**config.mk**
```make
export PLATFORM = sky130hd
export DESIGN_NAME = appc_top
export DESIGN_NICKNAME = d
export VERILOG_FILES = /design/src/appc_pkg.sv /design/src/appc_stream_if.sv /design/src/appc_skid.sv /design/src/appc_top.sv
export VERILOG_INCLUDE_DIRS = /design/src
export SDC_FILE = /design/constraint.sdc
export NUM_CORES = 1
export LEC_CHECK = 0
export BUFFER_PORTS_ARGS = -buffer_cell sky130_fd_sc_hd__buf_2
export CAP_MARGIN = 40
export CORE_MARGIN = 5
export CORE_UTILIZATION = 50
export CTS_BUF_LIST = sky130_fd_sc_hd__clkbuf_8
export DETAILED_ROUTE_END_ITERATION = 16
export GPL_TIMING_DRIVEN = 1
export MAX_ROUTING_LAYER = met4
export PLACE_DENSITY = 0.78
export SLEW_MARGIN = 20
export SYNTH_ARGS = -nofsm -noshare
export SYNTH_HDL_FRONTEND = slang
export SYNTH_SLANG_ARGS = --single-unit
```
**constraint.sdc**
```tcl
create_clock -name sys_clk -period 9.5 [get_ports sys_clk]
set_clock_uncertainty 0.1 [all_clocks]
set_input_delay 1.9 -clock sys_clk [delete_from_list [all_inputs] [get_ports sys_clk]]
set_output_delay 1.9 -clock sys_clk [all_outputs]
set_load 0.005 [all_outputs]
```
**src/appc_defines.svh**
```systemverilog
// Purpose: Constants for the converter post-processing control block
// Assumes: 100 MHz sys_clk, APB with 32-bit data
// Notes: Offsets are byte addresses
`ifndef APPC_DEFINES_SVH
`define APPC_DEFINES_SVH
`define APPC_DW 14
`define APPC_BYPASS_LAT 10
`define APPC_PROC_LAT 13
`define APPC_OFS_CTRL 12'h000
`define APPC_OFS_GAIN 12'h004
`define APPC_OFS_DCTRIM 12'h008
`define APPC_OFS_POWER 12'h00c
`define APPC_OFS_STATUS 12'h010
`define APPC_CTRL_FAST_DIS 0
`define APPC_DC_EN 0
`define APPC_DC_HOLD 1
`define APPC_DC_SPEED_LSB 4
`define APPC_PWR_FULL 0
`define APPC_PWR_CORE 1
`define APPC_GAIN_MAX 4'hc
`define APPC_SPEED_MAX 4'hb
`define APPC_FULL_WAKE_US 100
`define APPC_CORE_WAKE_US 5
`define APPC_CLK_MHZ 100
`define APPC_FULL_WAKE_CYC (`APPC_FULL_WAKE_US * `APPC_CLK_MHZ)
`define APPC_CORE_WAKE_CYC (`APPC_CORE_WAKE_US * `APPC_CLK_MHZ)
`define APPC_SPEED_BASE_LOG2 20
`define APPC_ACC_FRAC 32
`endif

```
**src/appc_pkg.sv**
```systemverilog
// Purpose: Types for the post-processing control block
// Assumes: Constants come from appc_defines.svh
// Notes: None
`include "appc_defines.svh"
package appc_pkg;
   typedef logic signed [`APPC_DW-1:0] appc_sample_t;
   typedef enum logic [1:0] {
      APPC_RUN = 2'b00,
      APPC_SLEEP = 2'b01,
      APPC_WAKE = 2'b10
   } appc_pwr_t;
endpackage

```
**src/appc_stream_if.sv**
```systemverilog
// Purpose: Valid/ready sample stream between buffer and top
// Assumes: One clock domain
// Notes: None
`timescale 1ns/1ps
interface appc_stream_if;
   logic valid;
   logic ready;
   logic [13:0] data;
   modport src (output valid, output data, input ready);
   modport snk (input valid, input data, output ready);
endinterface

```
**src/appc_skid.sv**
```systemverilog
// Purpose: Two-entry buffer in the sample path
// Assumes: Same clock as producer and consumer
// Notes: Ready to the producer falls only when both entries are full
`timescale 1ns/1ps
module appc_skid (
   input wire logic clk,
   input wire logic rst_n,
   appc_stream_if.snk in_s,
   appc_stream_if.src out_s
);
   logic [13:0] mem [0:1];
   logic [13:0] next_mem [0:1];
   logic wr_ptr, rd_ptr, next_wr_ptr, next_rd_ptr;
   logic [1:0] count, next_count;
   logic push, pop;
   assign in_s.ready = (count != 2'h2);
   assign out_s.valid = (count != 2'h0);
   assign out_s.data = mem[rd_ptr];
   always_comb begin
      push = in_s.valid && in_s.ready;
      pop = out_s.valid && out_s.ready;
      next_mem[0] = mem[0];
      next_mem[1] = mem[1];
      if (push) begin
         next_mem[wr_ptr] = in_s.data;
      end
      next_wr_ptr = wr_ptr ^ push;
      next_rd_ptr = rd_ptr ^ pop;
      next_count = count + {1'b0, push} - {1'b0, pop};
   end
   always_ff @(posedge clk or negedge rst_n) begin
      if (!rst_n) begin
         mem[0] <= 14'h0000;
         mem[1] <= 14'h0000;
         wr_ptr <= 1'b0;
         rd_ptr <= 1'b0;
         count <= 2'h0;
      end else begin
         mem[0] <= next_mem[0];
         mem[1] <= next_mem[1];
         wr_ptr <= next_wr_ptr;
         rd_ptr <= next_rd_ptr;
         count <= next_count;
      end
   end
endmodule

```
**src/appc_top.sv**
```systemverilog
// Purpose: Bypass, gain, dc trim and sleep control behind the converter core
// Assumes: Raw samples arrive one per sys_clk from logic on the same clock
// Notes: Twos complement samples; APB slave with one wait state
//
// Functional notes
// - Bypass path delays raw samples exactly ten cycles
// - Reset selects bypass, gain and trim off
// - Processing path adds pipeline cycles beyond bypass
// - Bypass left only while fast_path_disable is one
// - Gain codes 0 to 6 dB, half-dB steps
// - Leaving bypass applies 0 dB until programmed
// - Gain scales full-scale span per table
// - Enabled loop estimates, subtracts offset each cycle
// - dc_trim_enable turns correction on, resets off
// - Loop speed code sets constant, reserved ignored
// - Hold freezes estimate, keeps applying it
// - Full sleep, core sleep, buffer disable supported; no separate buffer disable here, outputs are released only in full sleep
// - Full sleep powers down, outputs high impedance
// - Full sleep exit: data valid after 100 us
// - Core sleep: references kept, 5 us wake
//
// Added by the designer: the APB slave port and the address map.
`timescale 1ns/1ps
`include "appc_defines.svh"
module appc_top #(
   parameter int unsigned FULL_WAKE_CYC = `APPC_FULL_WAKE_CYC
) (
   input wire logic sys_clk,
   input wire logic rst_n,
   input wire logic [11:0] paddr,
   input wire logic psel,
   input wire logic penable,
   input wire logic pwrite,
   input wire logic [31:0] pwdata,
   input wire logic [3:0] pstrb,
   output logic [31:0] prdata,
   output logic pready,
   output logic pslverr,
   input wire logic [13:0] raw_sample,
   input wire logic out_ready,
   output logic [13:0] out_data,
   output logic out_valid,
   output logic out_enable,
   output logic core_power_down,
   output logic ref_power_down
);
   // ------------------------------------------------------------
   // Reset release
   // ------------------------------------------------------------
   logic rst_s1, rst_s2;
   always_ff @(posedge sys_clk or negedge rst_n) begin
      if (!rst_n) begin
         rst_s1 <= 1'b0;
         rst_s2 <= 1'b0;
      end else begin
         rst_s1 <= 1'b1;
         rst_s2 <= rst_s1;
      end
   end
   wire logic srst_n = rst_s2;

   // ------------------------------------------------------------
   // Registers and APB slave
   // ------------------------------------------------------------
   logic fast_path_disable, next_fast_path_disable;
   logic [3:0] gain_code, next_gain_code;
   logic dc_trim_enable, next_dc_trim_enable;
   logic dc_trim_hold, next_dc_trim_hold;
   logic [3:0] dc_trim_loop_speed, next_dc_trim_loop_speed;
   logic full_sleep_request, next_full_sleep_request;
   logic core_sleep_request, next_core_sleep_request;
   logic [31:0] next_prdata;
   logic next_pready, next_pslverr;
   logic [31:0] status_word;
   appc_pkg::appc_pwr_t pwr_state, next_pwr_state;
   logic data_live;
   logic wr_en, rd_en, bad_addr;

   always_comb begin
      wr_en = psel && penable && pwrite && pready;
      rd_en = psel && penable && !pwrite && !pready;
      bad_addr = 1'b0;
      next_fast_path_disable = fast_path_disable;
      next_gain_code = gain_code;
      next_dc_trim_enable = dc_trim_enable;
      next_dc_trim_hold = dc_trim_hold;
      next_dc_trim_loop_speed = dc_trim_loop_speed;
      next_full_sleep_request = full_sleep_request;
      next_core_sleep_request = core_sleep_request;
      next_prdata = 32'h0000_0000;
      next_pready = psel && penable && !pready;
      next_pslverr = 1'b0;
      status_word = {29'h0, data_live, pwr_state};
      unique case (paddr)
         `APPC_OFS_CTRL: begin
            next_prdata = {31'h0, fast_path_disable};
            if (wr_en && pstrb[0]) begin
               next_fast_path_disable = pwdata[`APPC_CTRL_FAST_DIS];
            end
         end
         `APPC_OFS_GAIN: begin
            next_prdata = {28'h0, gain_code};
            // Codes above 6 dB ignored, keep last legal gain
            if (wr_en && pstrb[0] && pwdata[3:0] <= `APPC_GAIN_MAX) begin
               next_gain_code = pwdata[3:0];
            end
         end
         `APPC_OFS_DCTRIM: begin
            next_prdata = {24'h0, dc_trim_loop_speed, 2'h0, dc_trim_hold, dc_trim_enable};
            if (wr_en && pstrb[0]) begin
               next_dc_trim_enable = pwdata[`APPC_DC_EN];
               next_dc_trim_hold = pwdata[`APPC_DC_HOLD];
               if (pwdata[`APPC_DC_SPEED_LSB+3:`APPC_DC_SPEED_LSB] <= `APPC_SPEED_MAX) begin
                  next_dc_trim_loop_speed = pwdata[`APPC_DC_SPEED_LSB+3:`APPC_DC_SPEED_LSB];
               end
            end
         end
         `APPC_OFS_POWER: begin
            next_prdata = {30'h0, core_sleep_request, full_sleep_request};
            if (wr_en && pstrb[0]) begin
               next_full_sleep_request = pwdata[`APPC_PWR_FULL];
               next_core_sleep_request = pwdata[`APPC_PWR_CORE];
            end
         end
         `APPC_OFS_STATUS: begin
            next_prdata = status_word;
         end
         default: begin
            bad_addr = 1'b1;
         end
      endcase
      if (!rd_en) begin
         next_prdata = 32'h0000_0000;
      end
      next_pslverr = next_pready && bad_addr;
   end

   always_ff @(posedge sys_clk or negedge srst_n) begin
      if (!srst_n) begin
         fast_path_disable <= 1'b0;
         gain_code <= 4'h0;
         dc_trim_enable <= 1'b0;
         dc_trim_hold <= 1'b0;
         dc_trim_loop_speed <= 4'h0;
         full_sleep_request <= 1'b0;
         core_sleep_request <= 1'b0;
         prdata <= 32'h0000_0000;
         pready <= 1'b0;
         pslverr <= 1'b0;
      end else begin
         fast_path_disable <= next_fast_path_disable;
         gain_code <= next_gain_code;
         dc_trim_enable <= next_dc_trim_enable;
         dc_trim_hold <= next_dc_trim_hold;
         dc_trim_loop_speed <= next_dc_trim_loop_speed;
         full_sleep_request <= next_full_sleep_request;
         core_sleep_request <= next_core_sleep_request;
         prdata <= next_prdata;
         pready <= next_pready;
         pslverr <= next_pslverr;
      end
   end

   // ------------------------------------------------------------
   // Power state
   // ------------------------------------------------------------
   logic [13:0] wake_cnt, next_wake_cnt;
   logic next_core_pd, next_ref_pd, next_out_enable;
   always_comb begin
      next_pwr_state = pwr_state;
      next_wake_cnt = wake_cnt;
      unique case (pwr_state)
         appc_pkg::APPC_RUN: begin
            if (full_sleep_request || core_sleep_request) begin
               next_pwr_state = appc_pkg::APPC_SLEEP;
            end
         end
         appc_pkg::APPC_SLEEP: begin
            if (!full_sleep_request && !core_sleep_request) begin
               next_pwr_state = appc_pkg::APPC_WAKE;
               // Full sleep also lost the references, so the long wait
               next_wake_cnt = ref_power_down ? 14'(FULL_WAKE_CYC - 1) : 14'(`APPC_CORE_WAKE_CYC - 1);
            end
         end
         appc_pkg::APPC_WAKE: begin
            if (full_sleep_request || core_sleep_request) begin
               next_pwr_state = appc_pkg::APPC_SLEEP;
            end else if (wake_cnt == 14'h0000) begin
               next_pwr_state = appc_pkg::APPC_RUN;
            end else begin
               next_wake_cnt = wake_cnt - 14'h0001;
            end
         end
         default: begin
            next_pwr_state = appc_pkg::APPC_RUN;
         end
      endcase
      next_core_pd = full_sleep_request || core_sleep_request;
      next_ref_pd = full_sleep_request || (ref_power_down && pwr_state != appc_pkg::APPC_RUN && core_sleep_request);
      next_out_enable = !full_sleep_request;
   end
   always_ff @(posedge sys_clk or negedge srst_n) begin
      if (!srst_n) begin
         pwr_state <= appc_pkg::APPC_RUN;
         wake_cnt <= 14'h0000;
         core_power_down <= 1'b0;
         ref_power_down <= 1'b0;
         out_enable <= 1'b1;
      end else begin
         pwr_state <= next_pwr_state;
         wake_cnt <= next_wake_cnt;
         core_power_down <= next_core_pd;
         ref_power_down <= next_ref_pd;
         out_enable <= next_out_enable;
      end
   end
   assign data_live = (pwr_state == appc_pkg::APPC_RUN);

   // ------------------------------------------------------------
   // Sample pipeline
   // ------------------------------------------------------------
   // Bypass: 8 stages, buffer entry and output register make 10; processing adds 3
   localparam int BYP = `APPC_BYPASS_LAT - 2;
   logic [13:0] dly [0:BYP-1];
   logic [13:0] next_dly [0:BYP-1];
   logic signed [13:0] gained, next_gained;
   logic signed [13:0] trimmed, next_trimmed;
   logic signed [13:0] proc_out, next_proc_out;
   logic signed [45:0] est, next_est;
   logic signed [17:0] mult_p;
   logic [15:0] gain_mult;
   logic signed [31:0] scaled;
   logic signed [45:0] err_ext;
   logic [5:0] shift;
   logic signed [13:0] est_int;

   // Gain multipliers, Q1.15 of full-scale ratio
   function automatic logic [15:0] gain_lut(input logic [3:0] code);
      logic [15:0] g;
      g = 16'h8000;
      unique case (code)
         4'h0: g = 16'h8000;
         4'h1: g = 16'h878c;
         4'h2: g = 16'h8f9e;
         4'h3: g = 16'h9838;
         4'h4: g = 16'ha124;
         4'h5: g = 16'haa25;
         4'h6: g = 16'hb43e;
         4'h7: g = 16'hbe62;
         4'h8: g = 16'hc9a3;
         4'h9: g = 16'hd56b;
         4'ha: g = 16'he1f3;
         4'hb: g = 16'hef2b;
         4'hc: g = 16'hffff;
         default: g = 16'h8000;
      endcase
      return g;
   endfunction

   genvar gi;
   generate
      for (gi = 0; gi < BYP; gi++) begin : g_dly
         if (gi == 0) begin : g_first
            assign next_dly[gi] = raw_sample;
         end else begin : g_rest
            assign next_dly[gi] = dly[gi-1];
         end
      end
   endgenerate

   always_comb begin
      gain_mult = gain_lut(fast_path_disable ? gain_code : 4'h0);
      scaled = $signed(dly[BYP-1]) * $signed({1'b0, gain_mult});
      // Clip rather than wrap when gain pushes past full scale
      if (scaled > 32'sh0fff_8000) begin
         next_gained = 14'sh1fff;
      end else if (scaled < -32'sh1000_0000) begin
         next_gained = -14'sh2000;
      end else begin
         next_gained = 14'(scaled >>> 15);
      end
      est_int = 14'(est >>> `APPC_ACC_FRAC);
      mult_p = 18'(gained) - 18'(dc_trim_enable ? est_int : 14'sh0000);
      if (mult_p > 18'sh01fff) begin
         next_trimmed = 14'sh1fff;
      end else if (mult_p < -18'sh02000) begin
         next_trimmed = -14'sh2000;
      end else begin
         next_trimmed = 14'(mult_p);
      end
      shift = 6'(`APPC_SPEED_BASE_LOG2) + {2'b00, dc_trim_loop_speed};
      err_ext = $signed({gained, 32'h0000_0000}) - est;
      next_est = est;
      if (!dc_trim_enable) begin
         next_est = 46'sh0;
      end else if (!dc_trim_hold) begin
         next_est = est + (err_ext >>> shift);
      end
      next_proc_out = trimmed;
   end

   // ------------------------------------------------------------
   // Output select and buffer
   // ------------------------------------------------------------
   appc_stream_if buf_in ();
   appc_stream_if buf_out ();
   logic [13:0] sel_data;
   logic [13:0] next_out_data;
   logic next_out_valid;
   always_comb begin
      sel_data = fast_path_disable ? proc_out : dly[BYP-1];
      buf_in.valid = data_live && out_enable;
      buf_in.data = sel_data;
      buf_out.ready = out_ready || !out_valid;
      next_out_valid = out_valid;
      next_out_data = out_data;
      if (buf_out.ready) begin
         next_out_valid = buf_out.valid;
         next_out_data = buf_out.valid ? buf_out.data : out_data;
      end
      if (!out_enable) begin
         next_out_valid = 1'b0;
      end
   end

   appc_skid u_skid (
      .clk(sys_clk),
      .rst_n(srst_n),
      .in_s(buf_in),
      .out_s(buf_out)
   );

   always_ff @(posedge sys_clk or negedge srst_n) begin
      if (!srst_n) begin
         for (int i = 0; i < BYP; i++) begin
            dly[i] <= 14'h0000;
         end
         gained <= 14'sh0000;
         trimmed <= 14'sh0000;
         proc_out <= 14'sh0000;
         est <= 46'sh0;
         out_data <= 14'h0000;
         out_valid <= 1'b0;
      end else begin
         for (int i = 0; i < BYP; i++) begin
            dly[i] <= next_dly[i];
         end
         gained <= next_gained;
         trimmed <= next_trimmed;
         proc_out <= next_proc_out;
         est <= next_est;
         out_data <= next_out_data;
         out_valid <= next_out_valid;
      end
   end
endmodule

```
==> metrics, run 1 <==
top-area cell type share of the netlist area 0.299; DRT Wirelength 59200 µm; Final Hold Viols 0; io pins 120; post-synth cell types 85; final worst setup slack 0.706 ns; Compound-Gate Fraction of Synth Area 0.155; Yosys top cell by area dfrtp_1; hold slack 0.124 ns; Post-synth top flop dfrtp_1; cell mode on critical path fa_1; simple logic cell fraction of the synthesized area 0.161; n_diodes 0; DRT Pass-1 Iters 5; Cell Area, Synth 24300 µm²; Worst Path Required 9.88 ns; gr usage total 0.229; critical path class flip-flop to flip-flop; first-pass GRT wire length 97900 µm; Synth top cells by count dfrtp_1, inv_1, nand2_1, ha_1, nor2_1; number of placed cells counting well taps 3242; Post-synth EDFFs 0; total gr overflow 0; Pleak 12.9 nW; final std cells w/o fill 3339; core area 47900 µm²; nets 3115; Starting Density 0.507; vias 19200; # Max-Cap Violations 0; clock slew at reported path FFs 0.07 ns; Vias/cell 5.74; DRC 0; Clock Tree Buf Depth 3; largest net degree at the start of global routing 62; worst slew pin tran 0.864 ns; Final Power 0.00473 W; Synth Area in Adders 0.239; Avg Inst Size Synth 9.17 µm²; setup_tns 0 ns; layout cells sized above 1 0.0973; CTS buffer count 50; worst min-delay path category flip-flop to asynchronous set/reset pin; crit path DAT 9.17 ns; PD cells 178 nW/µm²; ranking of synthesized cells by area dfrtp_1, fa_1, ha_1; CP Buf/Inv Count 4; fmax 0.114 GHz; clock latency at the later pin of the worst-skew pair 0.67 ns; FF+latch count, synth 291; dpl ws 0.652 ns; synth-to-layout area growth 9.20%; Top Family by Delay on Critical Path adder cells; postcts setup bufs 0; Max Transition Viols Final 0; H-tree lvl count 2; Avg WL per Cell 17.7 µm; CP Launch Type flip-flop; largest family of logic cells by synthesized area adder cells; chip height 230 µm; minimum clock period 8.79 ns; GPL Wtd Cong 0.953; final setup fails 0; cell count after synthesis 2648; crit-path max FO 10; most common cell in the synthesized netlist dfrtp_1; post-route ant nets 0; outcome finished, final reports clean; CP peak stage delay 0.54 ns; mux cell area share after synthesis 0.0412; RSZ-0062 raised after global routing false; CTS Hold Bufs 0; sequential area share after synthesis 0.300; clk sink count 291; die footprint 53100 µm²; Buffers on Ports 68; post-detail-place hpwl 44100 µm; chip width 230 µm; total of warnings raised by yosys 0; ys async rst share 1.00; FP Rows 80; number of global-route vias before repair 19400; initial antenna violation count 1; Max-slew headroom 0.423; first-iteration detailed-routing DRC count 1366; CTS tree yes; maximum vdd drop 147 µV; CTS Root Cell clkbuf_8; Crit. End Element flip-flop; Slowest-stage cell, CP fa_1; Final period util 0.926; Post-Synth XOR/XNOR Area 0.0313
==> registers in the layout, indices dropped and copies added (netlist names), 2 cells and up <==
register,count
proc_out,14
gained,14
u_skid.count,2
out_data,14
est,46
next_proc_out,14
dly,112
prdata,8
gain_code,4
wake_cnt,14
dc_trim_loop_speed,4
pwr_state,2
u_skid.mem,28
==> power by group <==
| group | leakage [nW] | internal [W] | switching (W) |
|---|---|---|---|
| registers | 3.54 | 0.00144 | 0.000128 |
| logic | 8.75 | 0.000725 | 0.00106 |
| clock network | 0.642 | 0.000820 | 0.000556 |
| total | 12.9 | 0.00299 | 0.00174 |
==> through the flow <==
| stage | utilization | area (µm²) |
|---|---|---|
| after floorplan | - | 24400 |
| after global placement | 0.522 | 25000 |
| after detailed placement | 0.526 | 25200 |
| after CTS | 0.552 | 26400 |
| after global routing | 0.553 | 26500 |
| final | 0.553 | 26500 |
==> what timing repair did <==
item                                   in CTS  in global routing
endpoints found under the hold margin       0                  0
setup endpoints to repair                   0                 10
gates resized for setup                     0                  3
==> layout make-up <==
class,count,area [µm²]
clock buffer,62,853
multi-input combinational,1943,15400
timing repair buffer,109,763
fill,4119,21400
inverter,289,1080
tap,615,769
sequential,291,7290
clock inverter,30,385
==> layout by cell type, fill, tap and decap left out, types with 8 or more instances in the layout <==
cell type / Yosys / final
inv_1: 287 / 293
o21ai_0: 125 / 125
o21a_1: 15 / 15
nand2b_1: 25 / 25
a221oi_1: 10 / 10
a2111oi_0: 14 / 13
or2_2: 12 / 12
xnor2_1: 44 / 44
nor3_1: 45 / 45
fa_1: 169 / 169
buf_4: 25 / 28
a21oi_1: 157 / 157
a31oi_1: 23 / 20
mux2_2: 22 / 22
mux2i_1: 58 / 58
nor2_1: 192 / 191
o21bai_1: 10 / 10
nand2_1: 241 / 241
a211oi_1: 23 / 23
bufinv_16: 0 / 8
and2_1: 130 / 130
buf_2: 2 / 68
ha_1: 194 / 194
nand4_1: 14 / 14
a21o_1: 69 / 69
or3_1: 13 / 13
nor2b_1: 32 / 32
dfrtp_1: 290 / 288
nor4_1: 13 / 13
conb_1: 2 / 25
o211ai_1: 21 / 21
xor2_1: 41 / 41
nand3_1: 33 / 33
and3_1: 27 / 27
clkbuf_8: 0 / 62
==> final timing paths <==
check,startpoint,to,slack (ns),cells past startpoint
worst max-delay path,gain_code[0]$_DFFE_PN0P_,gained[11]$_DFF_PN0_,0.71,28
worst min-delay path,rst_s2$_DFF_PN0_,wake_cnt[0]$_DFFE_PN0P_,0.12,0
worst max register to register,gain_code[0]$_DFFE_PN0P_,gained[11]$_DFF_PN0_,0.71,28
worst min register to register,rst_s2$_DFF_PN0_,wake_cnt[0]$_DFFE_PN0P_,0.12,0
max in group asynchronous,rst_s2$_DFF_PN0_,proc_out[4]$_DFF_PN0_,7.47,4
min in group sys_clk,dly[95]$_DFF_PN0_,dly[81]$_DFF_PN0_,0.23,0
==> metal layers <==
metal,GRT usage,share of wire,up-vias
met2,0.362,0.47,656
met5,-,0,-
li1,-,-,9022
met1,0.302,0.43,9324
met4,0.0856,0.038,0
met3,0.0343,0.064,159
==> logic make-up (layout without fill, tap and decap cells) <==
kind of cell | after synthesis | after routing
buffers and inverters | 437 | 490
and+or+nand+nor | 805 | 805
muxes | 88 | 88
DFF | 291 | 291
xor gates and xnor gates | 86 | 86
other | 2 | 25
AOI/OAI and AO/OA | 576 | 576
adders and majority gates | 363 | 363
Power figures use the tool's default switching activity.
==> run 2: changes to the inputs <==
--- a/config.mk
+++ b/config.mk
@@ -6,6 +6,7 @@
 export SDC_FILE = /design/constraint.sdc
 export NUM_CORES = 1
 export LEC_CHECK = 0
+export ABC_AREA = 1
 export BUFFER_PORTS_ARGS = -buffer_cell sky130_fd_sc_hd__buf_2
 export CAP_MARGIN = 40
 export CORE_MARGIN = 5
@@ -14,7 +15,7 @@
 export DETAILED_ROUTE_END_ITERATION = 16
 export GPL_TIMING_DRIVEN = 1
 export MAX_ROUTING_LAYER = met4
-export PLACE_DENSITY = 0.78
+export PLACE_DENSITY = 0.7
 export SLEW_MARGIN = 20
 export SYNTH_ARGS = -nofsm -noshare
 export SYNTH_HDL_FRONTEND = slang
==> metrics, run 2 <==
Pleak 14.6 nW; maximum vdd drop 134 µV; Max Transition Viols Final 0; commonest non-fill, non-tap cell in the layout nand2_1; io pins 120; # Max-Cap Violations 0; post-detail-place hpwl 53900 µm; CTS buffer count 52; top-area cell type share of the netlist area 0.287; total gr overflow 0; ranking of synthesized cells by area dfrtp_1, fa_1, nand2_1; first-iteration detailed-routing DRC count 1951; Cell Area, Synth 25300 µm²; initial antenna violation count 2; Starting Density 0.505; vias 22400; H-tree lvl count 2; Largest register FFs 112; clock latency at the later pin of the worst-skew pair 0.65 ns; largest net degree at the start of global routing 170; Final Power 0.00411 W; clock slew at reported path FFs 0.06 ns; CP Launch Type flip-flop; dpl ws 1.61 ns; CTS Root Cell clkbuf_8; minimum clock period 7.99 ns; fmax 0.125 GHz; number of global-route vias before repair 21200; most common cell in the synthesized netlist nand2_1; most frequent cells in the layout nand2_1, inv_1, nor2_1; Yosys top cell by area dfrtp_1; postcts setup bufs 0; DRT Pass-1 Iters 6; post-synth cell types 54; Worst Hold Path Cells 0; Synth top cells by count nand2_1, inv_1, nor2_1, nand3_1, dfrtp_1; gr usage total 0.249; layout cells sized above 1 0.0603; cell count after synthesis 3434; synth-to-layout area growth 8.03%; total of warnings raised by yosys 0; clk sink count 291; final setup fails 0; Worst Path Required 9.89 ns; Avg WL per Cell 16.1 µm; DRT Wirelength 67900 µm; post_cts resized 0; FP Rows 82; Placed Area 26300 µm²; core area 50100 µm²; nets 3929; GPL Wtd Cong 1.02; biggest registers after layout dly: 112 flops, est: 46 flops, u_skid.mem: 28 flops; setup_tns 0 ns; Avg Inst Size Synth 7.37 µm²; worst slew pin tran 1.11 ns; first-pass GRT wire length 110000 µm; CP peak stage delay 0.61 ns; Slowest-stage cell, CP nor3_2; Post-synth top flop dfrtp_1; Final period util 0.841; Final Hold Viols 0; outcome finished, final reports clean; sequential area share after synthesis 0.288; CTS tree yes; RSZ-0062 raised after global routing false; chip height 235 µm; Post-synth EDFFs 0; worst min-delay path category flip-flop to flip-flop; crit-path max FO 13; Fillers 4991; PD cells 150 nW/µm²; FF+latch count, synth 291; cell mode on critical path nand2_1; CTS Hold Bufs 0; critical path class flip-flop to flip-flop; Clock Tree Buf Depth 3; hold slack 0.216 ns; post-route cell area 27300 µm²; final worst setup slack 1.51 ns; ys async rst share 1.00; Buffers on Ports 68; DRC 0; Worst R2R Path Depth 33; die footprint 55200 µm²; chip width 235 µm; Crit. End Element flip-flop; post-route ant nets 0; Max-slew headroom 0.258; crit path DAT 8.38 ns; Vias/cell 5.33; Biggest register dly
-- run 2: changes by cell type after synthesis, sizes merged, moves of 32 or more --
cell / delta
a21o: -64
a21oi: +32
and2: -128
clkbuf: -54
inv: +250
mux2i: -44
nand2: +602
nand3: +272
nor2: +208
nor2b: -32
o21ai: +87
xnor2: -35
-- run 2: worst max-delay path, delay by kind of cell (launching register included) --
kind	cells	cell delay, ns
fa+ha+maj	8	3.74
buf+inv	6	0.92
flops	1	0.46
simple gates	19	2.66
-- run 2: logic make-up after synthesis --
group                    count (synthesis)  share of synthesized area
XOR/XNOR                                30                     0.0104
AND/OR/NAND/NOR                       1623                      0.266
other                                    2                   0.000297
AO/OA/AOI/OAI                          464                     0.0982
multiplexers                            18                    0.00732
adder cells (fa/ha/maj)                363                      0.230
buffers and inverters                  643                      0.100
flip-flops                             291                      0.288
-- run 2: final cells by class --
cell class                      instances  area, µm²  area share
Multi-Input combinational cell       2523      15600       0.570
Sequential cell                       291       7290       0.267
Inverter                              545       2050      0.0748
Clock buffer                           64        881      0.0322
Tap cell                              672        841      0.0308
Timing Repair Buffer                   85        532      0.0195
Clock inverter                         27        165     0.00604
Antenna cell                            2       5.00    0.000183
-- run 2: power breakdown --
part / internal, W / total, W / switching, W
logic: 0.000475 / 0.00138 / 0.000908
clock network: 0.000638 / 0.00117 / 0.000536
registers: 0.00144 / 0.00155 / 0.000114
total: 0.00255 / 0.00411 / 0.00156
-- run 2: path summary, 6_finish.rpt --
| path | startpoint | end | slack (ns) |
|---|---|---|---|
| max | fast_path_disable$_DFFE_PN0P_ | gained[8]$_DFF_PN0_ | 1.51 |
| min | dly[68]$_DFF_PN0_ | dly[54]$_DFF_PN0_ | 0.22 |
| max reg2reg | fast_path_disable$_DFFE_PN0P_ | gained[8]$_DFF_PN0_ | 1.51 |
| min reg2reg | dly[68]$_DFF_PN0_ | dly[54]$_DFF_PN0_ | 0.22 |
| max in group asynchronous | rst_s2$_DFF_PN0_ | u_skid.wr_ptr$_DFF_PN0_ | 7.56 |
| min in group asynchronous | rst_s2$_DFF_PN0_ | prdata[2]$_DFF_PN0_ | 0.25 |
-- run 2: routing by layer --
metal	wire length, µm	vias to the layer above	global-route usage	part of all wire
li1	-	11000	-	-
met1	31500	10400	0.359	0.46
met2	29700	859	0.373	0.44
met3	5230	129	0.0403	0.077
met4	1500	0	0.0600	0.022
met5	0	-	-	0
-- run 2: per-stage QoR --
step / utilization / std cells
after floorplan: - / 3457
after global placement: 0.523 / 4110
after detailed placement: 0.525 / 4114
after CTS: 0.546 / 4205
after global routing: 0.546 / 4209
final: 0.546 / 4209
